**config.mk**
```make
export PLATFORM = sky130hd
export DESIGN_NAME = dop_top
export DESIGN_NICKNAME = d
export VERILOG_FILES = /design/src/pkg/dop_pkg.sv /design/src/rtl/dop_top.sv
export VERILOG_INCLUDE_DIRS = /design/src /design/src/pkg
export SDC_FILE = /design/constraint.sdc
export NUM_CORES = 2
export LEC_CHECK = 0
export BUFFER_PORTS_ARGS = -buffer_cell sky130_fd_sc_hd__buf_4
export CORE_MARGIN = 1
export CORE_UTILIZATION = 60
export CTS_CLUSTER_DIAMETER = 150
export CTS_CLUSTER_SIZE = 8
export DETAILED_ROUTE_END_ITERATION = 7
export PLACE_DENSITY_LB_ADDON = 0.25
export SYNTH_ARGS = -nofsm -noshare
export SYNTH_HDL_FRONTEND = slang
export SYNTH_SLANG_ARGS = --single-unit
```
**constraint.sdc**
```tcl
create_clock -name clk -period 12.3 [get_ports clk]
set_input_delay 0.615 -clock clk [delete_from_list [all_inputs] [get_ports clk]]
set_output_delay 0.615 -clock clk [all_outputs]
set_load 0.05 [all_outputs]
```
**src/pkg/dop_defines.svh**
```systemverilog
// register offsets, field positions, reset values and timing defaults of the display output path
`ifndef DOP_DEFINES_SVH
`define DOP_DEFINES_SVH
`define DOP_OFF_CTRL      8'h00
`define DOP_OFF_HDISP     8'h04
`define DOP_OFF_HNDP      8'h08
`define DOP_OFF_VDISP     8'h0C
`define DOP_OFF_VNDP      8'h10
`define DOP_OFF_GPTR      8'h14
`define DOP_OFF_GPORT     8'h18
`define DOP_OFF_STATUS    8'h1C
`define DOP_CTRL_SWAP     0
`define DOP_CTRL_RUN      1
`define DOP_ST_VND        0
`define DOP_ST_UNDERRUN   1
`define DOP_ST_EMPTY      2
`define DOP_RST_CTRL      2'h0
`define DOP_RST_HDISP     11'h140
`define DOP_RST_HNDP      11'h028
`define DOP_RST_VDISP     11'h0F0
`define DOP_RST_VNDP      11'h00A
`define DOP_LUT_DEPTH     64
`define DOP_FIFO_DEPTH    4
`endif

```
**src/pkg/dop_pkg.sv**
```systemverilog
// types shared by the display output path
package dop_pkg;
	// sub-registers behind the auto-incrementing gamma port
	typedef enum logic [1:0] {
		GS_ENABLE,
		GS_MODE,
		GS_INDEX,
		GS_DATA
	} dop_gsel_t;
	typedef logic [17:0] dop_pix_t;
endpackage : dop_pkg

```
**src/rtl/dop_top.sv**
```systemverilog
// display output path: apb registers, pixel fifo, gamma tables, timing and 18-bit pixel bus
//
// Function
// - normal order: red on bits 17..12, green 11..6, blue 5..0
// - swapped order: entire 18-bit output word bit-reversed
// - frame lasts horizontal total times vertical total pixel clocks
// - line lasts active width plus horizontal non-display clocks
// - frame lasts active height plus vertical non-display lines
// - each colour passes its own 64-entry gamma table indexed by value
// - gamma port sub-address auto-increments: enable, mode, index, data
// - successive data writes fill consecutive entries from the written index
//
// Design decisions made here: the placing of the registers and the APB register port.
`include "dop_defines.svh"
`timescale 1ns/100ps
`default_nettype none

// small flop fifo; depth must be a power of two
module dop_fifo #(
	parameter int W = 18,
	parameter int D = 4
) (
	input  wire logic         clk,
	input  wire logic         rst_b,
	input  wire logic         ce,
	input  wire logic         in_valid,
	output logic              in_ready,
	input  wire logic [W-1:0] in_data,
	output logic              out_valid,
	input  wire logic         out_ready,
	output logic [W-1:0]      out_data
);
	localparam int AW = $clog2(D);
	logic [W-1:0]  mem_q [D];
	logic [AW-1:0] wr_q;
	logic [AW-1:0] rd_q;
	logic [AW:0]   cnt_q;
	logic          push;
	logic          pop;

	// honest full and empty from the occupancy count
	assign in_ready  = (cnt_q != (AW+1)'(D));
	assign out_valid = (cnt_q != '0);
	assign out_data  = mem_q[rd_q];
	assign push      = ce & in_valid & in_ready;
	assign pop       = ce & out_valid & out_ready;

	// storage, written by index only
	always_ff @(posedge clk or negedge rst_b) begin
		if (!rst_b) begin
			for (int i = 0; i < D; i++) mem_q[i] <= '0;
		end else if (push) begin
			mem_q[wr_q] <= in_data;
		end
	end

	// pointers and count
	always_ff @(posedge clk or negedge rst_b) begin
		if (!rst_b) begin
			wr_q  <= '0;
			rd_q  <= '0;
			cnt_q <= '0;
		end else begin
			if (push) wr_q <= wr_q + 1'b1;
			if (pop) rd_q <= rd_q + 1'b1;
			if (push && !pop) cnt_q <= cnt_q + 1'b1;
			else if (pop && !push) cnt_q <= cnt_q - 1'b1;
		end
	end
endmodule : dop_fifo

module dop_top #(
	parameter int CW = 11,
	parameter int FD = `DOP_FIFO_DEPTH
) (
	input  wire logic           clk,
	input  wire logic           rst_b,
	input  wire logic           ce,
	input  wire logic           psel,
	input  wire logic           penable,
	input  wire logic           pwrite,
	input  wire logic [7:0]     paddr,
	input  wire logic [31:0]    pwdata,
	output logic [31:0]         prdata,
	output logic                pready,
	output logic                pslverr,
	input  wire logic           pix_in_valid,
	output logic                pix_in_ready,
	input  wire dop_pkg::dop_pix_t pix_in_data,
	output dop_pkg::dop_pix_t   pixel_out,
	output logic                pixel_de,
	output logic                frame_start
);
	import dop_pkg::*;

	logic [1:0]    ctrl_q;
	logic [CW-1:0] hdisp_q, hndp_q, vdisp_q, vndp_q;
	logic [CW-1:0] h_q, v_q;
	logic [CW:0]   htot, vtot;
	dop_gsel_t     gsel_q;
	logic          gam_en_q;
	logic [1:0]    gmode_q;
	logic [5:0]    gidx_q;
	logic [5:0]    lut_q [3][`DOP_LUT_DEPTH];
	logic          underrun_q, cap_q;
	logic          fifo_valid, active, wr, hit, h_end, v_end;
	dop_pix_t      fifo_data, corrected, mapped;
	logic [31:0]   rd_mux;

	// bit reversal of the whole pixel word
	function automatic dop_pix_t rev18(input dop_pix_t x);
		dop_pix_t r;
		r = '0;
		for (int i = 0; i < 18; i++) r[i] = x[17-i];
		return r;
	endfunction : rev18

	// apb slave: zero-wait once read data has been captured in setup
	assign pready  = ce & penable & cap_q;
	assign wr      = psel & penable & pwrite & pready;
	assign hit     = (paddr[7:5] == 3'h0) && (paddr[1:0] == 2'h0);
	assign pslverr = psel & penable & ~hit;

	// cap_q marks prdata valid; a stalled setup simply re-captures later
	always_ff @(posedge clk or negedge rst_b) begin
		if (!rst_b) begin
			cap_q  <= 1'b0;
			prdata <= 32'h0000_0000;
		end else if (ce) begin
			cap_q  <= psel & ~(penable & cap_q);
			prdata <= psel ? rd_mux : prdata;
		end
	end

	// read decode; unmapped words read zero
	always_comb begin
		rd_mux = 32'h0000_0000;
		unique case (paddr)
			`DOP_OFF_CTRL:   rd_mux = {30'h0, ctrl_q};
			`DOP_OFF_HDISP:  rd_mux = 32'(hdisp_q);
			`DOP_OFF_HNDP:   rd_mux = 32'(hndp_q);
			`DOP_OFF_VDISP:  rd_mux = 32'(vdisp_q);
			`DOP_OFF_VNDP:   rd_mux = 32'(vndp_q);
			`DOP_OFF_GPTR:   rd_mux = {30'h0, gsel_q};
			`DOP_OFF_GPORT: begin
				unique case (gsel_q)
					GS_ENABLE: rd_mux = {31'h0, gam_en_q};
					GS_MODE:   rd_mux = {30'h0, gmode_q};
					GS_INDEX:  rd_mux = {26'h0, gidx_q};
					GS_DATA:   rd_mux = (gmode_q == 2'h3) ? 32'h0 : {26'h0, lut_q[gmode_q][gidx_q]};
				endcase
			end
			`DOP_OFF_STATUS: rd_mux = {29'h0, ~fifo_valid, underrun_q, v_q >= vdisp_q};
			default:         rd_mux = 32'h0000_0000;
		endcase
	end

	// plain configuration registers
	always_ff @(posedge clk or negedge rst_b) begin
		if (!rst_b) begin
			ctrl_q  <= `DOP_RST_CTRL;
			hdisp_q <= `DOP_RST_HDISP;
			hndp_q  <= `DOP_RST_HNDP;
			vdisp_q <= `DOP_RST_VDISP;
			vndp_q  <= `DOP_RST_VNDP;
		end else if (wr) begin
			if (paddr == `DOP_OFF_CTRL) ctrl_q <= pwdata[1:0];
			if (paddr == `DOP_OFF_HDISP) hdisp_q <= pwdata[CW-1:0];
			if (paddr == `DOP_OFF_HNDP) hndp_q <= pwdata[CW-1:0];
			if (paddr == `DOP_OFF_VDISP) vdisp_q <= pwdata[CW-1:0];
			if (paddr == `DOP_OFF_VNDP) vndp_q <= pwdata[CW-1:0];
		end
	end

	// gamma port auto-increment
	// the port steps through enable, mode, index and then stays on data
	always_ff @(posedge clk or negedge rst_b) begin
		if (!rst_b) begin
			gsel_q   <= GS_ENABLE;
			gam_en_q <= 1'b0;
			gmode_q  <= 2'h0;
		end else if (wr && paddr == `DOP_OFF_GPTR) begin
			gsel_q <= dop_gsel_t'(pwdata[1:0]);
		end else if (wr && paddr == `DOP_OFF_GPORT) begin
			if (gsel_q == GS_ENABLE) gam_en_q <= pwdata[0];
			if (gsel_q == GS_MODE) gmode_q <= pwdata[1:0];
			if (gsel_q != GS_DATA) gsel_q <= dop_gsel_t'(gsel_q + 2'h1);
		end
	end

	// consecutive table entries
	// index follows the last index write and advances once per data write
	always_ff @(posedge clk or negedge rst_b) begin
		if (!rst_b) begin
			gidx_q <= 6'h00;
		end else if (wr && paddr == `DOP_OFF_GPORT) begin
			if (gsel_q == GS_INDEX) gidx_q <= pwdata[5:0];
			else if (gsel_q == GS_DATA) gidx_q <= gidx_q + 6'h01;
		end
	end

	// tables reset to identity; mode 3 selects no table so data writes drop
	always_ff @(posedge clk or negedge rst_b) begin
		if (!rst_b) begin
			for (int c = 0; c < 3; c++)
				for (int i = 0; i < `DOP_LUT_DEPTH; i++) lut_q[c][i] <= 6'(i);
		end else if (wr && paddr == `DOP_OFF_GPORT && gsel_q == GS_DATA && gmode_q != 2'h3) begin
			lut_q[gmode_q][gidx_q] <= pwdata[5:0];
		end
	end

	dop_fifo #(
		.W (18),
		.D (FD)
	) u_fifo (
		.clk       (clk),
		.rst_b     (rst_b),
		.ce        (ce),
		.in_valid  (pix_in_valid),
		.in_ready  (pix_in_ready),
		.in_data   (pix_in_data),
		.out_valid (fifo_valid),
		.out_ready (active),
		.out_data  (fifo_data)
	);

	assign htot   = {1'b0, hdisp_q} + {1'b0, hndp_q};
	assign vtot   = {1'b0, vdisp_q} + {1'b0, vndp_q};
	assign h_end  = ({1'b0, h_q} >= htot - 1'b1);
	assign v_end  = ({1'b0, v_q} >= vtot - 1'b1);
	assign active = ctrl_q[`DOP_CTRL_RUN] & (h_q < hdisp_q) & (v_q < vdisp_q);

	// frame rate from totals
	// raster counters; stopping the display parks them at the frame origin
	always_ff @(posedge clk or negedge rst_b) begin
		if (!rst_b) begin
			h_q <= '0;
			v_q <= '0;
		end else if (ce) begin
			if (!ctrl_q[`DOP_CTRL_RUN]) begin
				h_q <= '0;
				v_q <= '0;
			end else if (h_end) begin
				h_q <= '0;
				v_q <= v_end ? '0 : v_q + 1'b1;
			end else begin
				h_q <= h_q + 1'b1;
			end
		end
	end

	always_comb begin
		corrected = fifo_data;
		if (gam_en_q) begin
			corrected[17:12] = lut_q[0][fifo_data[17:12]];
			corrected[11:6]  = lut_q[1][fifo_data[11:6]];
			corrected[5:0]   = lut_q[2][fifo_data[5:0]];
		end
	end

	assign mapped = ctrl_q[`DOP_CTRL_SWAP] ? rev18(corrected) : corrected;

	// one pixel per active clock
	// an empty fifo in active time repeats the last pixel rather than glitch
	always_ff @(posedge clk or negedge rst_b) begin
		if (!rst_b) begin
			pixel_out   <= '0;
			pixel_de    <= 1'b0;
			frame_start <= 1'b0;
		end else if (ce) begin
			if (active && fifo_valid) pixel_out <= mapped;
			pixel_de    <= active;
			frame_start <= ctrl_q[`DOP_CTRL_RUN] & (h_q == '0) & (v_q == '0);
		end
	end

	// sticky underrun, write one to clear; a new underrun wins over the clear
	always_ff @(posedge clk or negedge rst_b) begin
		if (!rst_b) begin
			underrun_q <= 1'b0;
		end else if (ce) begin
			if (active && !fifo_valid) underrun_q <= 1'b1;
			else if (wr && paddr == `DOP_OFF_STATUS && pwdata[`DOP_ST_UNDERRUN]) underrun_q <= 1'b0;
		end
	end

	// frame length checker: counts clocks between frame origins
	logic [31:0] fr_cnt_q;
	logic        fr_seen_q;
	logic        at_origin;
	assign at_origin = ce & ctrl_q[`DOP_CTRL_RUN] & (h_q == '0) & (v_q == '0);
	always_ff @(posedge clk or negedge rst_b) begin
		if (!rst_b) begin
			fr_cnt_q  <= 32'h0000_0001;
			fr_seen_q <= 1'b0;
		end else if (ce) begin
			// bus traffic may retime the raster, so the count restarts on it
			if (psel || !ctrl_q[`DOP_CTRL_RUN]) begin
				fr_cnt_q  <= 32'h0000_0001;
				fr_seen_q <= 1'b0;
			end else begin
				fr_cnt_q  <= at_origin ? 32'h0000_0001 : fr_cnt_q + 32'h0000_0001;
				fr_seen_q <= fr_seen_q | at_origin;
			end
		end
	end
endmodule : dop_top
`default_nettype wire

```
---- Word-level counts from Yosys, hierarchy flattened ----
Index checks and enable logic that the tools add are counted.
cells by class
  add/sub/neg operators ................... 12
  multipliers ............................. 0
  div/mod/pow operators ................... 0
  order comparisons ....................... 15
  eq/ne operators ......................... 15
  shift operators ......................... 0
  mux-type cells .......................... 45
  bitwise logic cells ..................... 27
  reduce and logical (&&, ||, !) cells .... 42
operator list
  cell                                                      count
  bitwise mux 1152 bit                                      1
  two-way mux 384 bit                                       3
  binary-select mux 384 bit (select 2 bit)                  1
  demux 384 bit (select 2 bit)                              1
  one-hot mux 32 bit (8 select lines)                       1
  binary-select mux 6 bit (select 6 bit)                    4
  one-hot mux 32 bit (4 select lines)                       1
  two-way mux 18 bit                                        5
  bitwise mux 72 bit                                        1
  two-way mux 6 bit                                         12
  two-way mux 11 bit                                        5
  binary-select mux 18 bit (select 2 bit)                   1
  demux 18 bit (select 2 bit)                               1
  demux 6 bit (select 6 bit)                                1
  equality test 8 x 5 -> 1 bit, second input constant       4
  greater-or-equal comparator 7 bit, second input constant  4
  inverter 6 -> 7 bit                                       4
  adder 11 x 11 -> 12 bit                                   2
  greater-or-equal comparator 11 x 12 -> 1 bit              2
  subtractor 12 x 1 -> 12 bit, second input constant        2
  adder 11 x 1 -> 11 bit, second input constant             2
  zero test 11 bit                                          2
  < comparator 11 bit                                       2
  AND reduction 2 bit                                       11
  other kinds (29)                                          83
word-level totals
  register bits ........................... 1364
  bits in latches ......................... 0
  bits in writable memories ............... 0
  ROM bits ................................ 0
  input port bits ......................... 65
  output and inout bits ................... 55
  word-level logic and storage cells ...... 372
  memories ................................ 0

---- Logic depth before layout (Yosys ltp) ----
  word-level depth ........................ 10
  depth in mapped cells ................... 20
  depth with buffers taken out ............ 19

---- Modules after synthesis ----
A second synthesis with hierarchy kept.
second synthesis, totals
  cells, all modules ...................... 6064
  area, all modules ....................... 75389.8 um2
by module, submodules not included
  module    times used  cells an instance  area each (um2)  seq. area each (um2)
  dop_top   1           5854               71650.0          32363.5
  dop_fifo  1           210                3739.8           1976.9

---- Worst setup path before layout ----
No wires, ideal clock.
  path kind ............................... register to register
  start ................................... register vndp_q[1]
  end ..................................... register v_q[0]
  setup time .............................. 68 ps
  arrival ................................. 4143 ps
  data required time ...................... 12232 ps
  slack ................................... 8089 ps
  cell stages (with the launch flop) ...... 19
  path buffers ............................ 0
  period minus slack after synthesis ...... 4211 ps
  cells stage by stage .................... dfstp_2 -> inv_1 -> ha_1 -> inv_1 -> ha_1 -> fa_1 -> a21o_1 -> a21oi_1 -> nor2b_1 -> o21a_1 -> o41ai_2 -> xor2_1 -> ha_1 -> a21o_1 -> a21oi_1 -> o211ai_1 -> and4_1 -> nor4_2 -> mux2_2
on the way
  cells in the longest elaborated chain, start to end .. 6
ends and longest elaborated chain
  what                                          RTL line        source
  start, declared                               dop_top.sv:97   logic [CW-1:0] hdisp_q, hndp_q, vdisp_q, vndp_q;
  start signal, assigned                        dop_top.sv:165  vndp_q <= `DOP_RST_VNDP;
  start signal, assigned                        dop_top.sv:171  if (paddr == `DOP_OFF_VNDP) vndp_q <= pwdata[CW-1:0];
  adder 11 x 11 -> 12 bit                       dop_top.sv:228  assign vtot = {1'b0, vdisp_q} + {1'b0, vndp_q};
  subtractor 12 x 1 -> 12 bit                   dop_top.sv:230  assign v_end = ({1'b0, v_q} >= vtot - 1'b1);
  greater-or-equal comparator 11 x 12 -> 1 bit  dop_top.sv:230
  two-way mux 11 bit                            dop_top.sv:245  v_q <= v_end ? '0 : v_q + 1'b1;
  two-way mux 11 bit                            dop_top.sv:243  end else if (h_end) begin
  two-way mux 11 bit                            dop_top.sv:240  if (!ctrl_q[`DOP_CTRL_RUN]) begin
  end signal, assigned                          dop_top.sv:245
  end, declared                                 dop_top.sv:98   logic [CW-1:0] h_q, v_q;
No other way between the ends. The select of a mux whose other input is x is not followed.
A chain may end at the register's enable or synchronous reset.

---- Worst setup path in the final report ----
  start ................................... register gmode_q[0]
  end ..................................... register prdata[4]
on the way
  cells in the longest elaborated chain, start to end .. 10
  elaborated cells on any way between the ends .. 11
  those cells by class .................... eq/ne: 1; mux: 9; bitwise: 1
ends and longest elaborated chain
  what                                                    RTL line        source
  start, declared                                         dop_top.sv:102  logic [1:0] gmode_q;
  start signal, assigned                                  dop_top.sv:186  if (gsel_q == GS_MODE) gmode_q <= pwdata[1:0];
  inverter 2 -> 3 bit (not written as such)               dop_top.sv:150  GS_DATA: rd_mux = (gmode_q == 2'h3) ? 32'h0 : {26'h0, lut_q[gmode_q][gidx_q]};
  binary-select mux 384 bit (select 2 bit)                dop_top.sv:150
  two-way mux 384 bit (not written as such) (2 in a row)  dop_top.sv:150
  binary-select mux 6 bit (select 6 bit)                  dop_top.sv:150
  two-way mux 6 bit (not written as such) (2 in a row)    dop_top.sv:150
  two-way mux 6 bit *                                     dop_top.sv:150
  one-hot mux 32 bit (4 select lines) *                   dop_top.sv:146  unique case (gsel_q)
  one-hot mux 32 bit (8 select lines) *                   dop_top.sv:138  unique case (paddr)
  end signal, assigned                                    dop_top.sv:131  prdata <= psel ? rd_mux : prdata;
  end, declared                                           dop_top.sv:84   output logic [31:0] prdata,
Mark *: on every way between the ends. The rest lies on a longest branch, timed or not. The select of a mux whose other input is x is not followed.

==> reports/metrics.cfg <==
[synthesis]
avgSynthCellArea_um2=10.93
synth_area_um2=77650
async_flop_share=1.000
netlist.area_leader.share=0.2440
ys_ff_latch=1343
synth.most_common_cell=mux2_2
synth_cell_types=83
synth_edf_count=0
yosysTopAreaCell=dfrtp_1
ys_seq_area_frac=0.4423
synth-warning-count=0
synthTopCellsByCount=1310 x mux2_2, 757 x dfrtp_1, 739 x mux2i_1, 624 x nand2_1, 586 x dfstp_2
syn_inst=7103
synthFlopType=dfrtp_1
synthTopCellsByArea=dfrtp_1 24%, dfstp_2 20%, mux2_2 19%, mux2i_1 9.5%, nand2_1 3.0%

[cts]
clockBufferDepth=3
cts_buffers=185
clk_pin_slew_ps=60
postCtsSetupRepairBufs=0
clock-root-buffer=clkbuf_16
postCtsHoldBufs=20
cts_resized=0
clock_latency_ps=870
htreeDepth=4
cts_tree=built
clock_sinks=1343

[grt]
grt_max_degree=171
grt_pass1_vias=61400
grt_pass1_wl_um=428900
gr-total-overflow=0
met3_usage=0.1753
grt.busiest_layer=met2
grt_use_met2=0.6233
grt_usage=0.4505
met1_usage=0.5788
antenna_found_initial=18

[worst_setup_path]
crit_type=reg2reg
worst_r2r_path_depth=12
end_kind=register
r2r_start=gmode_q[0]
critPathCapture=prdata[4]
cp-start-kind=register
cp_max_fo=53
rrSetupSlack_ps=6030
rr_endpoint=prdata[4]
cp.required_ps=13010
crit_start=gmode_q[0]
crit_arrival_ps=6980

[floorplan]
core_um2=128000
start_util=0.6066
die_w_um=361.7
dieArea_um2=130900
ios=120
placementRows=131
fp.dieH_um=361.7

[run_status]
status=finished with violations
violations=capacitance limit, slew limit

[timing]
drv_slew=2
fin_skew_ps=39.85
grt_setup_unrepaired=no
fin_crit_ps=6270
max_freq_mhz=159.5
maxSlewHeadroom=-0.05158
tightest_slew_ps=1563
setup_tns_ps=0
setup_viol=0
hold_viol=0
period_share=0.5098

[pwr]
ir_drop_uv=167.3
power_leakage_uw=0.03677
powerDensity_nw_per_um2=161.2
power_uw=13690

[routing]
wl_per_cell_um=33.49
via_count=63000
finalWirelength_um=296800
drc_errors=0
first_iter_violations=8868
vias_per_cell=7.107
ant_nets=0
drt-pass1-iter-count=6

[cells_and_area]
fin_cells=8864
finalNetCount=7132
final.fill_count=9798
fin_util=0.6634
final_layout_size_suffix_gt1_frac=0.3457
area_growth_pct=9.372
design_area_um2=84920

[min_path]
min_path_type=in2reg
hold_start=pix_in_data[3]

[placed_design]
io_buffer_count=77
placed_cells=8486
gp_congestion=1.056
placed_cell_area_um2=79160
hpwlAfterDp_um=194500

[job]
maxCapViolCount=1

==> cell families after synthesis <==
group | count (synthesis) | synth area share
AO/OA/AOI/OAI | 1157 | 0.09388
other | 1 | 0.00004830
multiplexers | 2103 | 0.3008
buffers and inverters | 707 | 0.04088
flip-flops | 1343 | 0.4423
XOR/XNOR | 30 | 0.003384
adder cells (fa/ha/maj) | 103 | 0.01689
AND/OR/NAND/NOR | 1659 | 0.1019
==> registers in the layout, indices dropped and copies added (netlist names), 2 cells and up <==
signal	flops
ctrl_q	2
gidx_q	6
gmode_q	2
gsel_q	2
h_q	11
hdisp_q	11
hndp_q	11
lut_q	1152
pixel_out	18
prdata	11
u_fifo.cnt_q	3
u_fifo.mem_q	72
u_fifo.rd_q	2
u_fifo.wr_q	2
v_q	11
vdisp_q	11
vndp_q	11
==> power breakdown <==
part           total, uW  switching (uW)  internal (uW)
clock               4960            2090           2870
combinational       4070            3120            955
sequential          4650            89.7           4560
total              13700            5300           8390
==> layout by cell type (no fill, tap or decap), types with 12 or more instances in the layout <==
master         Yosys  final
dfrtp_1          757    753
a2111oi_0         16     13
and2_1            16     16
dfstp_2          586    586
a22oi_1           17     17
a311oi_1          35     35
clkbuf_1         310    142
a221oi_1          12     12
nor3_1            37     37
o221ai_1          25     25
buf_12             0     12
a21o_1            20     20
a32oi_1           27     27
o211ai_1          15     15
mux4_2            53     46
mux2i_1          739    738
inv_1            122    122
ha_1             100    100
a211oi_1          81     81
clkbuf_16          0    188
nor4_1            60     57
nand2_1          624    620
nand3_1          141    139
nand2b_1          20     19
mux2_2          1310   1305
nor2b_1           62     61
a21oi_1          456    456
o21ai_0           69     69
diode_2            0     16
and3_1            24     24
nor3_4            62     62
buf_4             56    199
xnor2_1           18     18
xor2_1            12     12
nor2_1           539    536
nand4_1           33     33
a31oi_1           62     62
dlygate4sd3_1      0     20
conb_1             1     21
o22ai_1          217    217
==> metal layers <==
layer	routed length (um)	part of all wire
met5	218	0.00073
met4	23610	0.080
met3	40790	0.14
met2	122200	0.41
met1	110000	0.37
==> worst min path at each step <==
stage | slack [ps] | cells after the start | to
finish | 30 | 2 | u_fifo.mem_q[57]
global route | 30 | 2 | u_fifo.mem_q[21]
CTS | 0.7 | 2 | vdisp_q[8]
detailed placement | 470 | 1 | pixel_out[17]
global placement | 470 | 1 | pixel_out[0]
floorplan | 320 | 0 | cap_q
==> metrics by stage <==
stage / setup WS, ps / hold WS [ps]
5_1_grt: 6066 / 34.75
6_report: 6030 / 27.96
4_1_cts: 6525 / 0.7317
2_1_floorplan: 8089 / 319.4
3_5_place_dp: 6541 / 474.7
3_3_place_gp: 6563 / 466.4
==> area by class of cell <==
type | count | area (um2) | share of cell area
diodes | 16 | 40.04 | 0.0004715
clock buffers | 330 | 5238 | 0.06167
clock inverters | 12 | 279.0 | 0.003286
inverters | 123 | 461.7 | 0.005437
multi-input cells | 5073 | 40360 | 0.4753
flip-flops and latches | 1343 | 34350 | 0.4045
well taps | 1729 | 2163 | 0.02547
repair buffers | 238 | 2029 | 0.02390
==> worst max-delay path: stages (launching register included) <==
cell and delay (ps):
dfrtp_4 490, buf_4 670, buf_4 920, buf_4 820
mux2i_1 280, nor2_1 50, a21oi_1 150, o22ai_1 110
nor4_1 850, o22ai_1 450, or4_1 730, a22oi_1 350
o21ai_0 150
No activity file was read; power rests on OpenSTA's default activity.
